$ cat src/mbx_pkg.sv
/*
  shared constants and carriers for the class-2 initiate/abort mailbox.
  assumes a 16-bit word-wide response area of 128 words.
*/
package mbx_pkg;
  localparam int WORD_W = 16;
  localparam int AREA_WORDS = 128;
  localparam int IDX_W = 7;
  localparam logic [15:0] CODE_INITIATE_REQ = 16'h1412;
  localparam logic [15:0] CODE_ABORT_REQ = 16'h1413;
  localparam logic [15:0] CODE_INITIATE_OK = 16'hA412;
  localparam logic [15:0] CODE_ABORT_OK = 16'hA413;
  localparam logic [15:0] CODE_SLAVE_NEG = 16'hE482;
  localparam logic [15:0] CODE_BAD_REQ = 16'hE401;
  localparam logic [15:0] NO_DETAIL = 16'hFFFF;
  localparam logic [15:0] WORD_ZERO = 16'h0000;
  localparam logic [7:0] STATION_MAX = 8'h7D;
  localparam logic [7:0] CREF_MAX = 8'h7E;
  localparam logic [7:0] ABORT_REASON = 8'h00;
  localparam logic [7:0] ABORT_SUBNET = 8'h30;
  localparam logic [6:0] IDX_LAST = 7'h7F;
  localparam logic [6:0] IDX_CODE = 7'h00;
  localparam logic [6:0] IDX_ADDR = 7'h01;
  localparam logic [6:0] IDX_MAX_LEN = 7'h02;
  localparam logic [6:0] IDX_FEATURES = 7'h03;
  localparam logic [6:0] IDX_PROF_FEAT = 7'h04;
  localparam logic [6:0] IDX_PROF_IDENT = 7'h05;
  localparam logic [6:0] IDX_SRC = 7'h06;
  localparam logic [6:0] IDX_DST = 7'h07;
  localparam logic [6:0] IDX_OK_TAIL = 7'h08;
  localparam logic [6:0] IDX_DETAIL1 = 7'h02;
  localparam logic [6:0] IDX_DETAIL2 = 7'h03;
  localparam logic [6:0] IDX_DETAIL3 = 7'h04;
  localparam logic [6:0] IDX_FAIL_TAIL = 7'h05;

  // request as the host left it in the request area
  typedef struct packed {
    logic [15:0] code;
    logic [7:0] cref;
    logic [7:0] station;
    logic [7:0] subnet;
    logic [7:0] reason;
  } req_s;

  // result delivered by the slave-side engine
  typedef struct packed {
    logic ok;
    logic [15:0] err_code;
    logic [7:0] cref;
    logic [15:0] max_len;
    logic [15:0] features;
    logic [15:0] prof_features;
    logic [15:0] prof_ident;
    logic [7:0] src_type;
    logic [7:0] src_len;
    logic [7:0] dst_type;
    logic [7:0] dst_len;
    logic [15:0] detail1;
    logic [15:0] detail2;
    logic [15:0] detail3;
  } slave_res_s;

  typedef enum logic [1:0] {
    IDLE = 2'b00,
    WAIT = 2'b01,
    FILL = 2'b10,
    DONE = 2'b11
  } mbx_state_e;
endpackage

$ cat src/mbx_engine.sv
/*
  mailbox engine: decodes a request, starts the slave service unless the request is refused, writes
  the whole 128-word response area one word per cycle, then signals done.
  assumes req and slave result are steady from their strobes onward and
  come from logic on clk.
*/
`timescale 1ns/1ns
`default_nettype none
// Function
// successful initiate writes success code into response word zero.
// word one holds station address low byte, connection reference high.
// returned connection reference lies within zero to 126.
// words two to five pass slave length, features, profile fields through.
// word six holds source type low byte, source length high byte.
// word seven holds destination type low, destination length high.
// success response words eight to 127 are zero.
// failure puts error code in word zero, keeps word one.
// words two to four detail codes on slave-negative, else all ones; refused requests get zero there.
// failed response words five to 127 are zero.
// host writes abort request code into request word zero.
// abort word one low byte holds target station, zero to 125.
// abort word one high byte holds initiate connection reference.
// abort word two low byte is instance reason, zero.
// abort word two high byte is fixed subnet constant.
// host zeroes abort request words three to 127.
// decode word zero code; fill whole response before done.
module mbx_engine
(
  input wire logic clk,
  input wire logic arst_n,
  input wire logic req_valid,
  input wire mbx_pkg::req_s req,
  output logic svc_start,
  output logic svc_abort,
  input wire logic res_valid,
  input wire mbx_pkg::slave_res_s res,
  output logic resp_we,
  output logic [6:0] resp_idx,
  output logic [15:0] resp_data,
  output logic done
);
  import mbx_pkg::*;

  // ----------------------------------------
  // reset release
  // ----------------------------------------
  logic rst_s1;
  logic rst_n;
  always_ff @(posedge clk or negedge arst_n)
  begin
    if (!arst_n)
    begin
      rst_s1 <= 1'b0;
      rst_n <= 1'b0;
    end
    else
    begin
      rst_s1 <= 1'b1;
      rst_n <= rst_s1;
    end
  end

  // ----------------------------------------
  // word builder
  // ----------------------------------------
  function automatic logic [15:0] word_at(input logic [6:0] idx,
    input logic is_abort, input logic bad, input slave_res_s r,
    input req_s q);
    logic [15:0] w;
    logic neg;
    w = WORD_ZERO;
    neg = (r.err_code == CODE_SLAVE_NEG);
    if (idx == IDX_CODE)
    begin
      if (bad)
        w = CODE_BAD_REQ;
      else if (r.ok)
        w = is_abort ? CODE_ABORT_OK : CODE_INITIATE_OK;
      else
        w = r.err_code;
    end
    else if (idx == IDX_ADDR)
      w = {(r.cref > CREF_MAX) ? CREF_MAX : r.cref, q.station};
    else if (!is_abort && r.ok)
    begin
      unique case (idx)
        IDX_MAX_LEN: w = r.max_len;
        IDX_FEATURES: w = r.features;
        IDX_PROF_FEAT: w = r.prof_features;
        IDX_PROF_IDENT: w = r.prof_ident;
        IDX_SRC: w = {r.src_len, r.src_type};
        IDX_DST: w = {r.dst_len, r.dst_type};
        default: w = WORD_ZERO;
      endcase
    end
    else if (!r.ok && !bad)
    begin
      unique case (idx)
        IDX_DETAIL1: w = neg ? r.detail1 : NO_DETAIL;
        IDX_DETAIL2: w = neg ? r.detail2 : NO_DETAIL;
        IDX_DETAIL3: w = neg ? r.detail3 : NO_DETAIL;
        default: w = WORD_ZERO;
      endcase
    end
    return w;
  endfunction

  // ----------------------------------------
  // sequencing
  // ----------------------------------------
  mbx_state_e state;
  logic is_abort;
  logic bad;
  logic [6:0] idx;
  req_s q;
  slave_res_s r;
  logic code_init;
  logic code_abort;
  logic abort_ok;
  assign code_init = (req.code == CODE_INITIATE_REQ);
  assign code_abort = (req.code == CODE_ABORT_REQ);
  // refused aborts must never reach the slave side
  assign abort_ok = code_abort && req.station <= STATION_MAX
    && req.cref <= CREF_MAX
    && req.reason == ABORT_REASON
    && req.subnet == ABORT_SUBNET;

  always_ff @(posedge clk or negedge rst_n)
  begin
    if (!rst_n)
    begin
      state <= IDLE;
      is_abort <= 1'b0;
      bad <= 1'b0;
      idx <= IDX_CODE;
      q <= '0;
      r <= '0;
      svc_start <= 1'b0;
      svc_abort <= 1'b0;
      resp_we <= 1'b0;
      resp_idx <= IDX_CODE;
      resp_data <= WORD_ZERO;
      done <= 1'b0;
    end
    else
    begin
      svc_start <= 1'b0;
      resp_we <= 1'b0;
      done <= 1'b0;
      unique case (state)
        IDLE:
        begin
          if (req_valid)
          begin
            q <= req;
            is_abort <= code_abort;
            bad <= !(code_init || abort_ok);
            r <= '0;
            svc_abort <= abort_ok;
            if (code_init || abort_ok)
              svc_start <= 1'b1;
            state <= (code_init || abort_ok) ? WAIT : FILL;
            idx <= IDX_CODE;
          end
        end
        WAIT:
        begin
          if (res_valid)
          begin
            r <= res;
            state <= FILL;
          end
        end
        FILL:
        begin
          resp_we <= 1'b1;
          resp_idx <= idx;
          resp_data <= word_at(idx, is_abort, bad, r, q);
          idx <= idx + 7'h01;
          if (idx == IDX_LAST)
            state <= DONE;
        end
        DONE:
        begin
          done <= 1'b1;
          state <= IDLE;
        end
      endcase
    end
  end

  // ----------------------------------------
  // checks
  // ----------------------------------------
  ok_code_a: assert property (@(posedge clk) disable iff (!rst_n)
    resp_we && resp_idx == IDX_CODE && r.ok && !bad && !is_abort
    |-> resp_data == CODE_INITIATE_OK)
    else $error("initiate success code wrong");
  addr_word_a: assert property (@(posedge clk) disable iff (!rst_n)
    resp_we && resp_idx == IDX_ADDR |-> resp_data[7:0] == q.station)
    else $error("station byte wrong");
  cref_range_a: assert property (@(posedge clk) disable iff (!rst_n)
    resp_we && resp_idx == IDX_ADDR |-> resp_data[15:8] <= CREF_MAX)
    else $error("connection reference out of range");
  src_word_a: assert property (@(posedge clk) disable iff (!rst_n)
    resp_we && resp_idx == IDX_SRC && r.ok && !bad && !is_abort
    |-> resp_data == {r.src_len, r.src_type})
    else $error("source word wrong");
  dst_word_a: assert property (@(posedge clk) disable iff (!rst_n)
    resp_we && resp_idx == IDX_DST && r.ok && !bad && !is_abort
    |-> resp_data == {r.dst_len, r.dst_type})
    else $error("destination word wrong");
  tail_zero_a: assert property (@(posedge clk) disable iff (!rst_n)
    resp_we && resp_idx >= IDX_OK_TAIL |-> resp_data == WORD_ZERO)
    else $error("tail not zero");
  fail_code_a: assert property (@(posedge clk) disable iff (!rst_n)
    resp_we && resp_idx == IDX_CODE && !r.ok && !bad
    |-> resp_data == r.err_code)
    else $error("error code wrong");
  detail_ones_a: assert property (@(posedge clk) disable iff (!rst_n)
    resp_we && resp_idx == IDX_DETAIL1 && !r.ok && !bad
    && r.err_code != CODE_SLAVE_NEG |-> resp_data == NO_DETAIL)
    else $error("detail word not all ones");
  fail_tail_a: assert property (@(posedge clk) disable iff (!rst_n)
    resp_we && resp_idx == IDX_FAIL_TAIL && !r.ok
    |-> resp_data == WORD_ZERO)
    else $error("failed word five not zero");
  done_after_a: assert property (@(posedge clk) disable iff (!rst_n)
    resp_we && resp_idx == IDX_LAST |=> done)
    else $error("done not after last word");
  start_ok_a: assert property (@(posedge clk) disable iff (!rst_n)
    svc_start |-> !bad)
    else $error("service started for refused request");
endmodule // mbx_engine
`default_nettype wire

$ cat config.mk
export PLATFORM = sky130hd
export DESIGN_NAME = mbx_engine
export DESIGN_NICKNAME = d
export VERILOG_FILES = /design/src/mbx_pkg.sv /design/src/mbx_engine.sv
export SDC_FILE = /design/constraint.sdc
export NUM_CORES = 1
export LEC_CHECK = 0
export BUFFER_PORTS_ARGS = -buffer_cell sky130_fd_sc_hd__buf_2
export CORE_UTILIZATION = 40
export CTS_CLUSTER_SIZE = 25
export DETAILED_ROUTE_END_ITERATION = 7
export GPL_ROUTABILITY_DRIVEN = 0
export PLACE_DENSITY_LB_ADDON = 0.15
export SYNTH_ARGS = -nofsm -noshare
export SYNTH_HDL_FRONTEND = slang
export SYNTH_SLANG_ARGS = --single-unit
$ cat constraint.sdc
create_clock -name clk -period 17.15 [get_ports clk]
set_input_delay 2.5725 -clock clk [delete_from_list [all_inputs] [get_ports clk]]
set_output_delay 2.5725 -clock clk [all_outputs]
set_load 0.01 [all_outputs]
[Yosys cells after proc, flatten, opt, wreduce, memory -nomap -nowiden]
Index checks and enable logic that the tools add are counted.
Word-level totals
  output and inout port bits: 27
  bits in registers: 217
  input port bits: 221
Cells by class
  mux-type cells: 28
  add/subtract/negate cells: 1
  $lt $le $gt $ge: 3
  eq/ne operators: 18
  reductions and logical operators: 20
Operators with widths (number)
  169-bit two-way mux: 2
  169-bit case mux with 2 select lines: 1
  16-bit two-way mux: 9
  16-bit case mux with 6 select lines: 1
  16-bit case mux with 3 select lines: 1
  16-bit by 13-bit equality test with 1-bit output, second input constant: 2
  7-bit by 3-bit equality test with 1-bit output, second input constant: 4
  16-bit equality test, second input constant: 1
  8-bit by 7-bit less-or-equal comparator with 1-bit output, second input constant: 2
  7-bit by 2-bit equality test with 1-bit output, second input constant: 2
  7-bit case mux with 2 select lines: 1
  8-bit by 6-bit equality test with 1-bit output, second input constant: 1
  8-bit by 7-bit greater-than comparator with 1-bit output, second input constant: 1
  8-bit logical NOT: 1
  2-bit two-way mux: 4
  8-bit two-way mux: 1
  2-bit case mux with 4 select lines: 1
  7-bit by 1-bit adder with 7-bit output, second input constant: 1
  7-bit by 1-bit equality test with 1-bit output, second input constant: 1
  7-bit equality test, second input constant: 1
  7-bit logical NOT: 1
  7-bit two-way mux: 1
  1-bit logical AND: 6
  1-bit two-way mux: 6
  other kinds (9): 18

[Logic depth before layout (Yosys ltp)]
Gate-level depths: netlist of run 1.
  depth after elaboration: 9
  gate-level depth with buffers: 9
  depth with buffers taken out: 7

[Least setup slack after synthesis of run 1]
Ideal clock, no wire load.
  path kind: input port to flip-flop
  start point: input req[3] (netlist name)
  end point: register state[1]
  library setup time: 125 ps
  stages: 5
  arrival: 3692 ps
  path slack: 13333 ps
  required time: 17025 ps
  cell sequence: nor4_1 > nand2_1 > o41ai_1 > a31oi_1 > mux2_2
Between the ends
  cells in the longest elaborated chain, start to end: 7
RTL lines
  start: declaration: RTL line mbx_engine.sv:32  | input wire mbx_pkg::req_s req,
  8-bit logical NOT: RTL line mbx_engine.sv:125  | && req.reason == ABORT_REASON
  1-bit logical AND: RTL line mbx_engine.sv:125
  1-bit logical AND: RTL line mbx_engine.sv:126  | && req.subnet == ABORT_SUBNET;
  1-bit logical OR: RTL line mbx_engine.sv:162  | state <= (code_init || abort_ok) ? WAIT : FILL;
  2-bit two-way mux: RTL line mbx_engine.sv:162
  2-bit two-way mux: RTL line mbx_engine.sv:153  | if (req_valid)
  2-bit case mux with 4 select lines: RTL line mbx_engine.sv:150  | unique case (state)
  end signal: assignment: RTL line mbx_engine.sv:162
  end: declaration: RTL line mbx_engine.sv:111  | mbx_state_e state;
Every way passes these cells. The select of a mux whose other input is x is not followed.
A chain may end at the register's enable or synchronous reset.

[Worst setup path after layout of run 1]
  start point: input req_valid
  end point: register r[103] (netlist name)
Between the ends
  cells in the longest elaborated chain, start to end: 2
RTL lines
  start: declaration: RTL line mbx_engine.sv:31  | input wire logic req_valid,
  2-bit != test (no source line)
  3-bit AND reduction (no source line)
  end signal: assignment: RTL line mbx_engine.sv:170  | r <= res;
  end: declaration: RTL line mbx_engine.sv:116  | slave_res_s r;
Every way passes these cells.

==> flow_summary.toml, run 1 <==
[floorplanning]
fp-row-count = 56
io_pins = 248
dieWidth_um = 158
initial_core_util = 0.411
die_h_um = 158
core_area_mm2 = 0.0236
die_area_mm2 = 0.0249

[critical_path]
critPathSlowestCell = "buf_4"
cp.arrival_ns = 5.14
end_kind = "flop"
cp.required_ns = 17.60
crit_family = "buffers and inverters"
cp.depth = 7
crit_top_cell = "buf_4"
max_stage_delay_ns = 0.98
path_cells = "buf_2 -> nand2b_1 -> a21boi_1 -> o21ai_4 -> buf_4 -> buf_4 -> a22o_1"
cp_max_fo = 110
critPathLaunchType = "input pin"
crit_type = "input pin to flop"
cp_num_buf_inv = 3
r2r_cells = 8

[power]
comb_power_share = 0.336
pwr-share-clk = 0.255
p_per_area_mw_per_mm2 = 190
power.switching_mw = 0.828
leakagePower_nw = 5.68
p_int_mw = 1.45
ir_drop_uv = 110
swShare = 0.363
power.share.sequential = 0.408
p_total_mw = 2.28

[synthesis]
yosysMostFrequentCell = "dfrtp_1"
synthTopCellsByArea = "dfrtp_1 56%, a22o_1 16%, a22oi_1 3.2%, mux2_2 2.1%, buf_2 1.5%"
syn_area_mm2 = 0.00971
synthCells = 805
synth.distinct_cells = 69
async_reset_ff_frac = 1.00
yosysWarnings = 0
syn_area_per_cell_um2 = 12.1
synth_flop_cell = "dfrtp_1"
seq_area_frac_synth = 0.559
yosys.area.top_type = "dfrtp_1"
synthesis.nets = 1034
synth_common_cells = "217 x dfrtp_1, 172 x a22o_1, 42 x a22oi_1, 37 x clkbuf_1, 29 x buf_2"
synth_top_area_share = 0.559
synth-seq-cells = 217
synth-edff-count = 0

[detailed_routing]
viasPerCell = 5.85
drc_errors = 0
wl_per_cell_um = 22.6
antenna_left = 0
via_count = 7914
drt-pass1-iter-count = 5
drt-total-wl_um = 30600
first_iter_violations = 696

[timing]
finalClockSkew_ns = 0.0114
max_freq_ghz = 0.213
finalSetupViolations = 0
setup_tns_ns = 0
period_needed_ns = 4.69
hold_slack_ns = 0.352
finalHoldViolCount = 0
final.period_utilization = 0.273
slew_violations = 0
setup_ws_ns = 12.46
worst_pin_slew_ns = 1.21
max_slew_margin = 0.191
rsz0062_at_grt = "false"

[global_routing]
grt_antenna_before_repair = 5
grt_pass1_vias = 7833
grt_pass1_wl_um = 46000
grt_overflow_total = 0
grt_start_max_net_pins = 111
grt_usage = 0.246

[clock_network]
cts_setup_buffers = 0
cts_inserted_buffers = 25
cts.sinks = 217
cts_resized = 0
cts_buffer_depth = 3
clkLatencyLatePin_ns = 0.52
cts_hold_buf = 0
path_clk_slew_ns = 0.06
htreeDepth = 1
cts_tree = "done"
cts-root-buf = "clkbuf_16"

[layout]
fin_nets = 1239
drive_gt1_frac = 0.325
syn2layout_area_growth_pct = 23.4
final_area_mm2 = 0.0120

[placement]
post_dp_cell_area_mm2 = 0.0111
portBuffers = 247
dpl.hpwl_um = 20900
preCtsSetupSlack_ns = 11.95

[status]
status = "finished clean"

[min_path]
hold_depth = 0
min_path_type = "flop to flop"

[flow_run]
cap_violations = 0
worst paths after layout:
check	from	to	slack (ns)
worst min-delay path	rst_s1$_DFF_PN0_	rst_n$_DFF_PN0_	0.35
worst min register to register	rst_s1$_DFF_PN0_	rst_n$_DFF_PN0_	0.35
max in group asynchronous	rst_n$_DFF_PN0_	r[73]$_DFFE_PN0P_	15.16
worst max-delay path	req_valid	r[103]$_DFFE_PN0P_	12.46
min in group asynchronous	rst_n$_DFF_PN0_	r[54]$_DFFE_PN0P_	0.50
worst max register to register	state[0]$_DFFE_PN0P_	r[103]$_DFFE_PN0P_	13.69
sequential cells by signal, indices dropped and copies added, names as in the netlist:
signal / cells
q: 8
svc_start: 1
bad: 1
done: 1
idx: 7
rst_s1: 1
r: 169
state: 2
resp_we: 1
is_abort: 1
rst_n: 1
resp_idx: 7
resp_data: 16
svc_abort: 1
cells in the final DEF (no fill, tap or decap), types with 4 or more instances in the layout:
| cell type | Yosys | layout |
|---|---|---|
| buf_4 | 1 | 9 |
| o211ai_1 | 10 | 10 |
| o31ai_1 | 6 | 6 |
| diode_2 | 0 | 4 |
| a22oi_1 | 42 | 42 |
| a22o_1 | 172 | 172 |
| and3_1 | 11 | 10 |
| o21ai_0 | 13 | 13 |
| nor3_1 | 7 | 7 |
| o21ai_1 | 10 | 9 |
| nand3_1 | 17 | 17 |
| clkbuf_8 | 0 | 6 |
| and4b_1 | 4 | 4 |
| clkbuf_16 | 0 | 25 |
| buf_2 | 29 | 247 |
| a31oi_1 | 19 | 19 |
| nor4_1 | 4 | 4 |
| nand4_1 | 6 | 6 |
| nor2_1 | 23 | 23 |
| inv_1 | 7 | 7 |
| mux2i_1 | 6 | 6 |
| mux2_2 | 18 | 18 |
| nor4b_1 | 4 | 4 |
| ha_1 | 8 | 8 |
| nand2_1 | 25 | 25 |
| a21oi_1 | 11 | 11 |
| o221a_1 | 7 | 7 |
| a221oi_1 | 16 | 16 |
| nor2b_1 | 5 | 5 |
| clkinv_2 | 0 | 6 |
| bufinv_16 | 0 | 5 |
| dfrtp_1 | 217 | 216 |
cell families (layout without fill, tap and decap cells):
| kind of cell | Yosys count | count (layout) | share of synthesized area |
|---|---|---|---|
| AO/OA/AOI/OAI | 341 | 341 | 0.285 |
| XOR/XNOR | 2 | 2 | 0.00180 |
| adder cells (fa/ha/maj) | 8 | 8 | 0.0103 |
| buffers and inverters | 85 | 309 | 0.0410 |
| flip-flops | 217 | 217 | 0.559 |
| multiplexers | 24 | 24 | 0.0270 |
| other | 1 | 5 | 0.000386 |
| AND/OR/NAND/NOR | 127 | 127 | 0.0756 |
layout make-up:
| class | count | area, um^2 |
|---|---|---|
| clock buffer | 33 | 716 |
| clock inverter | 13 | 196 |
| fill | 2147 | 11600 |
| timing repair buffer | 256 | 1300 |
| tap | 319 | 399 |
| sequential | 217 | 5430 |
| inverter | 7 | 26.3 |
| multi-input combinational | 503 | 3900 |
| antenna | 4 | 10.0 |
power by group through the flow:
stage	Combinational (mW)	Clock (mW)	Sequential, mW
after floorplan	0.583	0	0.870
after global routing	0.837	0.610	0.958
after detailed placement	0.764	0	0.930
final	0.766	0.582	0.930
after global placement	0.751	0	0.930
after CTS	0.768	0.594	0.925
through the flow:
stage,instances,utilization
finish,1352,0.508
global route,1348,0.507
CTS,1348,0.507
detailed placement,1302,0.469
global placement,1302,0.469
floorplan,805,-
layer usage:
| metal | routed length (um) | GRT usage |
|---|---|---|
| met1 | 14200 | 0.363 |
| met2 | 13700 | 0.373 |
| met3 | 1990 | 0.0394 |
| met4 | 759 | 0.0684 |
| met5 | 13 | 0 |
Power figures use the tool's default switching activity.
==> inputs of run 2 (changes only) <==
==> constraint.sdc (replaced) <==
create_clock -name clk -period 4.9 [get_ports clk]
set_input_delay 0.735 -clock clk [delete_from_list [all_inputs] [get_ports clk]]
set_output_delay 0.735 -clock clk [all_outputs]
set_load 0.01 [all_outputs]
==> run 2 against run 1 <==
Clock power grew to 3.1 times the previous value. Global-route usage decreased by 0.32 points. Sequential share of layout area is 0.30 points higher. Combinational power rose to 3.5 times the previous value. Via count grew 0.38%. Die area unchanged. Final cell count fell by 0.30%. Utilization is 0.34 points lower. Clock skew increased by 0.012 ns. Cell area shrank 0.67%. Critical endpoint is now resp_data[1]$_DFFE_PN0P_.
==> flow_summary.toml, run 2 (same netlist as run 1, synthesis figures left out) <==
[clock_network]
cts_buffer_depth = 3
clkLatencyLatePin_ns = 0.53
cts-root-buf = "clkbuf_16"
htreeDepth = 1
cts_setup_buffers = 0
path_clk_slew_ns = 0.07
cts_tree = "done"
cts.sinks = 217
cts_inserted_buffers = 25

[critical_path]
cp_max_fo = 20
cp.required_ns = 5.30
critPathLaunchType = "flop"
crit_family = "compound AO/OA/AOI/OAI gates"
path_cells = "nor2_1 -> and3_1 -> buf_4 -> o31ai_2 -> o221ai_1 -> o221a_1"
r2r_cells = 6
critPathSlowestCell = "o31ai_2"
cp.depth = 6
cp_num_buf_inv = 1
max_stage_delay_ns = 0.88
cp.arrival_ns = 3.69
end_kind = "flop"
crit_type = "flop to flop"

[global_routing]
grt_pass1_wl_um = 45800
grt_usage = 0.243
grt_start_max_net_pins = 170
grt_pass1_vias = 7715
grt_antenna_before_repair = 2
grt_overflow_total = 0

[placement]
preCtsSetupSlack_ns = 1.70
dpl.hpwl_um = 20700
post_dp_cell_area_mm2 = 0.0111
portBuffers = 247

[layout]
final_cell_mix = "247 x buf_2, 216 x dfrtp_1, 172 x a22o_1"
layout_commonest_cell = "buf_2"
regMostFlops = "r"
largest_register_ffs = 169
top_regs = "r (169), resp_data (16), q (8)"
drive_gt1_frac = 0.321
final_area_mm2 = 0.0119
syn2layout_area_growth_pct = 22.6
fin_nets = 1241
final_core_util = 0.504

[detailed_routing]
drt-total-wl_um = 30200
drt-pass1-iter-count = 5
antenna_left = 0
first_iter_violations = 614
drc_errors = 0
viasPerCell = 5.89
wl_per_cell_um = 22.4
via_count = 7944

[timing]
finalSetupViolations = 0
setup_ws_ns = 1.61
final.period_utilization = 0.671
setup_tns_ns = 0
worst_pin_slew_ns = 1.09
finalClockSkew_ns = 0.0230
rsz0062_at_grt = "false"
max_slew_margin = 0.272
slew_violations = 0
period_needed_ns = 3.29
max_freq_ghz = 0.304
finalHoldViolCount = 0

[power]
p_per_area_mw_per_mm2 = 651
ir_drop_uv = 398
leakagePower_nw = 5.64
p_total_mw = 7.75

[floorplanning]
io_pins = 248
die_h_um = 158
fp-row-count = 56
die_area_mm2 = 0.0249
dieWidth_um = 158
initial_core_util = 0.411
core_area_mm2 = 0.0236

[flow_run]
cap_violations = 0

[min_path]
min_path_type = "flop to asynchronous set/reset pin"

[status]
status = "finished clean"
-- run 2: cell count changes in the layout (fill, tap and decap cells not counted) --
cell           delta
bufinv_16         -5
clkbuf_8          +3
clkinv_2          -3
diode_2           -3
buf_12            +2
clkbuf_1          +2
buf_4             -1
clkinv_4          +1
clkinvlp_4        -1
dlygate4sd3_1     +1
-- run 2: what timing repair did --
| action | in CTS | in global routing |
|---|---|---|
| resized for setup | 0 | 0 |
| hold endpoints to repair | 2 | 0 |
| hold buffers | 1 | 0 |
-- run 2: final timing paths --
path                               startpoint                        to  slack (ns)
setup reg to reg           idx[2]$_DFFE_PN0P_  resp_data[1]$_DFFE_PN0P_        1.61
min in group clk             rst_s1$_DFF_PN0_           rst_n$_DFF_PN0_        0.35
hold reg to reg               rst_n$_DFF_PN0_        r[107]$_DFFE_PN0P_        0.33
setup / recovery           idx[2]$_DFFE_PN0P_  resp_data[1]$_DFFE_PN0P_        1.61
hold / removal                rst_n$_DFF_PN0_        r[107]$_DFFE_PN0P_        0.33
max in group asynchronous     rst_n$_DFF_PN0_        r[163]$_DFFE_PN0P_        3.16
-- run 2: area by class of cell --
| type | count | area, um^2 |
|---|---|---|
| clock inverter | 5 | 32.5 |
| tap | 319 | 399 |
| antenna | 1 | 2.50 |
| multi-input combinational | 503 | 3900 |
| fill | 2178 | 11700 |
| sequential | 217 | 5430 |
| clock buffer | 38 | 764 |
| inverter | 7 | 26.3 |
| timing repair buffer | 258 | 1350 |
-- run 2: per-layer routing --
metal	track usage	up-vias	share of wire
met5	0	-	0.00040
met4	0.0717	2	0.026
met3	0.0296	46	0.056
met2	0.364	318	0.44
met1	0.366	3973	0.48
li1	-	3605	-
-- run 2: where the power goes --
group | leakage (nW) | total [mW] | switching, mW | internal [mW]
registers | 2.90 | 3.27 | 0.668 | 2.61
clock network | 0.398 | 1.81 | 0.740 | 1.07
logic | 2.35 | 2.67 | 1.48 | 1.19
total | 5.64 | 7.75 | 2.88 | 4.87
-- run 2: stage by stage --
stage               hold WS [ns]  instances
floorplan                  0.331        805
global placement           0.337       1303
detailed placement         0.340       1303
CTS                        0.353       1347
global route               0.353       1347
finish                     0.334       1348
==> inputs of run 3 (changes only) <==
--- a/config.mk
+++ b/config.mk
@@ -5,6 +5,7 @@
 export SDC_FILE = /design/constraint.sdc
 export NUM_CORES = 1
 export LEC_CHECK = 0
+export ABC_AREA = 1
 export BUFFER_PORTS_ARGS = -buffer_cell sky130_fd_sc_hd__buf_2
 export CORE_UTILIZATION = 40
 export CTS_CLUSTER_SIZE = 25
==> constraint.sdc (replaced) <==
create_clock -name clk -period 2.9 [get_ports clk]
set_input_delay 0.435 -clock clk [delete_from_list [all_inputs] [get_ports clk]]
set_output_delay 0.435 -clock clk [all_outputs]
set_load 0.01 [all_outputs]
==> run 3 against run 2 <==
Clock power increased by 78%. Non-clock buffer count increased by 13. Maximum frequency increased by 31%. Final cell count increased by 50%. Cell area increased by 13%. Sequential share of layout area decreased by 5.4 points. Hold slack got worse by 0.21 ns. Critical endpoint is now resp_data[5]$_DFFE_PN0P_. Largest power group is now combinational cells.
==> flow_summary.toml, run 3 <==
[placement]
place_inst = 1978
portBuffers = 247
dpl.hpwl_um = 23900

[layout]
syn2layout_area_growth_pct = 21.9
fin_nets = 1895
drive_gt1_frac = 0.217
regMostFlops = "r"
diodes = 0
largest_register_ffs = 169
final_cell_mix = "305 x nand2_1, 247 x buf_2, 228 x nand3_1"
top_regs = "r (169), resp_data (16), q (8)"
layout_commonest_cell = "nand2_1"
fin_cells = 2026

[timing]
finalHoldViolCount = 0
final.period_utilization = 0.865
rsz0062_at_grt = "false"
max_freq_ghz = 0.399
slew_violations = 0
worst_pin_slew_ns = 0.818
finalClockSkew_ns = 0.0106
setup_tns_ns = 0
finalSetupViolations = 0
period_needed_ns = 2.51
max_slew_margin = 0.455

[clock_network]
cts_tree = "done"
htreeDepth = 1
cts_buffer_depth = 3
cts.sinks = 217
cts_setup_buffers = 0
clkLatencyLatePin_ns = 0.53
cts-root-buf = "clkbuf_16"
cts_inserted_buffers = 26
path_clk_slew_ns = 0.06

[floorplanning]
dieWidth_um = 168
die_area_mm2 = 0.0283
fp-row-count = 60
die_h_um = 168
core_area_mm2 = 0.0270
initial_core_util = 0.409
io_pins = 248

[synthesis]
synth_common_cells = "305 x nand2_1, 228 x nand3_1, 221 x inv_1, 217 x dfrtp_1, 188 x o21ai_0"
syn_area_mm2 = 0.0111
synthCells = 1446
synthTopCellsByArea = "dfrtp_1 49%, nand2_1 10%, nand3_1 10%, o21ai_0 8.5%, inv_1 7.5%"
synth_flop_cell = "dfrtp_1"
synthesis.nets = 1675
synth_top_area_share = 0.491
synth-seq-cells = 217
synth-edff-count = 0
yosys.area.top_type = "dfrtp_1"
yosysMostFrequentCell = "nand2_1"
syn_area_per_cell_um2 = 7.65
yosysWarnings = 0
async_reset_ff_frac = 1.00
seq_area_frac_synth = 0.491
synth.distinct_cells = 42

[critical_path]
cp.arrival_ns = 2.97
crit_family = "simple AND/OR/NAND/NOR gates"
cp_max_fo = 33
crit_type = "flop to flop"
max_stage_delay_ns = 0.52
cp_num_buf_inv = 2
critPathLaunchType = "flop"
end_kind = "flop"
crit_top_cell = "nand2_1"
cp.required_ns = 3.36
critPathSlowestCell = "nor2_8"
path_cells = "inv_1 -> ha_1 -> nand3_2 -> nor2_8 -> inv_2 -> nand2_1 -> nand2_2 -> nand3_1 -> nand2_1 -> nand3_1 -> nand2_1 -> a21oi_2"

[global_routing]
grt_overflow_total = 0
grt_start_max_net_pins = 170
grt_pass1_vias = 9922
grt_antenna_before_repair = 0
grt_pass1_wl_um = 54100
grt_usage = 0.244

[detailed_routing]
drc_errors = 0
antenna_left = 0
drt-total-wl_um = 34200
viasPerCell = 5.02
via_count = 10200
first_iter_violations = 800
drt-pass1-iter-count = 5
wl_per_cell_um = 16.9

[min_path]
min_path_type = "input pin to flop"

[power]
p_per_area_mw_per_mm2 = 1010
p_total_mw = 13.7
leakagePower_nw = 6.72
ir_drop_uv = 601

[status]
status = "finished clean"

[flow_run]
cap_violations = 0
run 3: cell types whose count changed in the layout (fill, tap and decap cells not counted), sizes merged, moves of 10 or more:
cell and change:
and3 -10, a22oi -41, nand3 +213, inv +232
o21ai +183, buf +13, nor2 +64, a22o -172
mux2 -18, o211ai -10, nand2 +285, a221oi -16
a31oi -17, a21oi +28
run 3: what timing repair did:
action | 4_1_cts | 5_1_grt
hold endpoints to repair | 2 | 0
hold buffers | 1 | 0
resized for setup | 0 | 0
run 3: cell type report:
type / count / area [um^2]
Fill cell: 2710 / 13500
Sequential cell: 217 / 5430
Multi-Input combinational cell: 909 / 4360
Timing Repair Buffer: 271 / 1520
Inverter: 241 / 916
Clock buffer: 42 / 792
Tap cell: 341 / 427
Clock inverter: 5 / 50.0
run 3: path summary, 6_finish.rpt:
check	start	to	slack [ns]	cells past startpoint
setup / recovery	idx[0]$_DFFE_PN0P_	resp_data[5]$_DFFE_PN0P_	0.39	12
hold / removal	req[21]	q[21]$_DFFE_PN0P_	0.12	3
setup reg to reg	idx[0]$_DFFE_PN0P_	resp_data[5]$_DFFE_PN0P_	0.39	12
hold reg to reg	rst_s1$_DFF_PN0_	rst_n$_DFF_PN0_	0.35	0
max in group asynchronous	rst_n$_DFF_PN0_	svc_start$_DFF_PN0_	1.63	1
min in group asynchronous	arst_n	rst_n$_DFF_PN0_	0.21	2
run 3: routing by layer:
metal  up-vias  GRT usage  part of all wire
li1       5009          -                 -
met1      4781      0.345              0.46
met2       325      0.385              0.45
met3        48     0.0341             0.053
met4         0     0.0791             0.031
met5         -          0                 0
run 3: cell families (layout without fill, tap and decap cells):
logic type | Yosys count | in the layout | share of synthesized area
compound gates | 250 | 250 | 0.120
buf+inv | 320 | 559 | 0.117
other cells | 1 | 1 | 0.000339
fa+ha+maj | 8 | 8 | 0.00905
xor+xnor | 1 | 1 | 0.000792
simple gates | 649 | 649 | 0.261
flops | 217 | 217 | 0.491
run 3: per-stage QoR:
| stage | setup slack (ns) | hold WS (ns) | utilization | cell area [um^2] |
|---|---|---|---|---|
| 5_1_grt | 0.222 | 0.125 | 0.499 | 13500 |
| 3_3_place_gp | 0.455 | 0.222 | 0.468 | 12600 |
| 3_5_place_dp | 0.406 | 0.222 | 0.468 | 12600 |
| 6_report | 0.393 | 0.125 | 0.499 | 13500 |
| 4_1_cts | 0.394 | 0.106 | 0.499 | 13500 |
| 2_1_floorplan | 0.698 | 0.139 | - | 11100 |
run 3: where the power goes:
part	switching, mW	internal, mW	total (mW)
combinational	3.89	1.76	5.65
clock	1.28	1.94	3.22
sequential	0.631	4.15	4.78
run 3: worst reg2reg max path, cell delays in order, from the launching register on:
cell and delay [ns]:
dfrtp_1 0.40, inv_1 0.17, ha_1 0.25, nand3_2 0.14, nor2_8 0.52, inv_2 0.09, nand2_1 0.09, nand2_2 0.18
nand3_1 0.23, nand2_1 0.07, nand3_1 0.11, nand2_1 0.08, a21oi_2 0.11
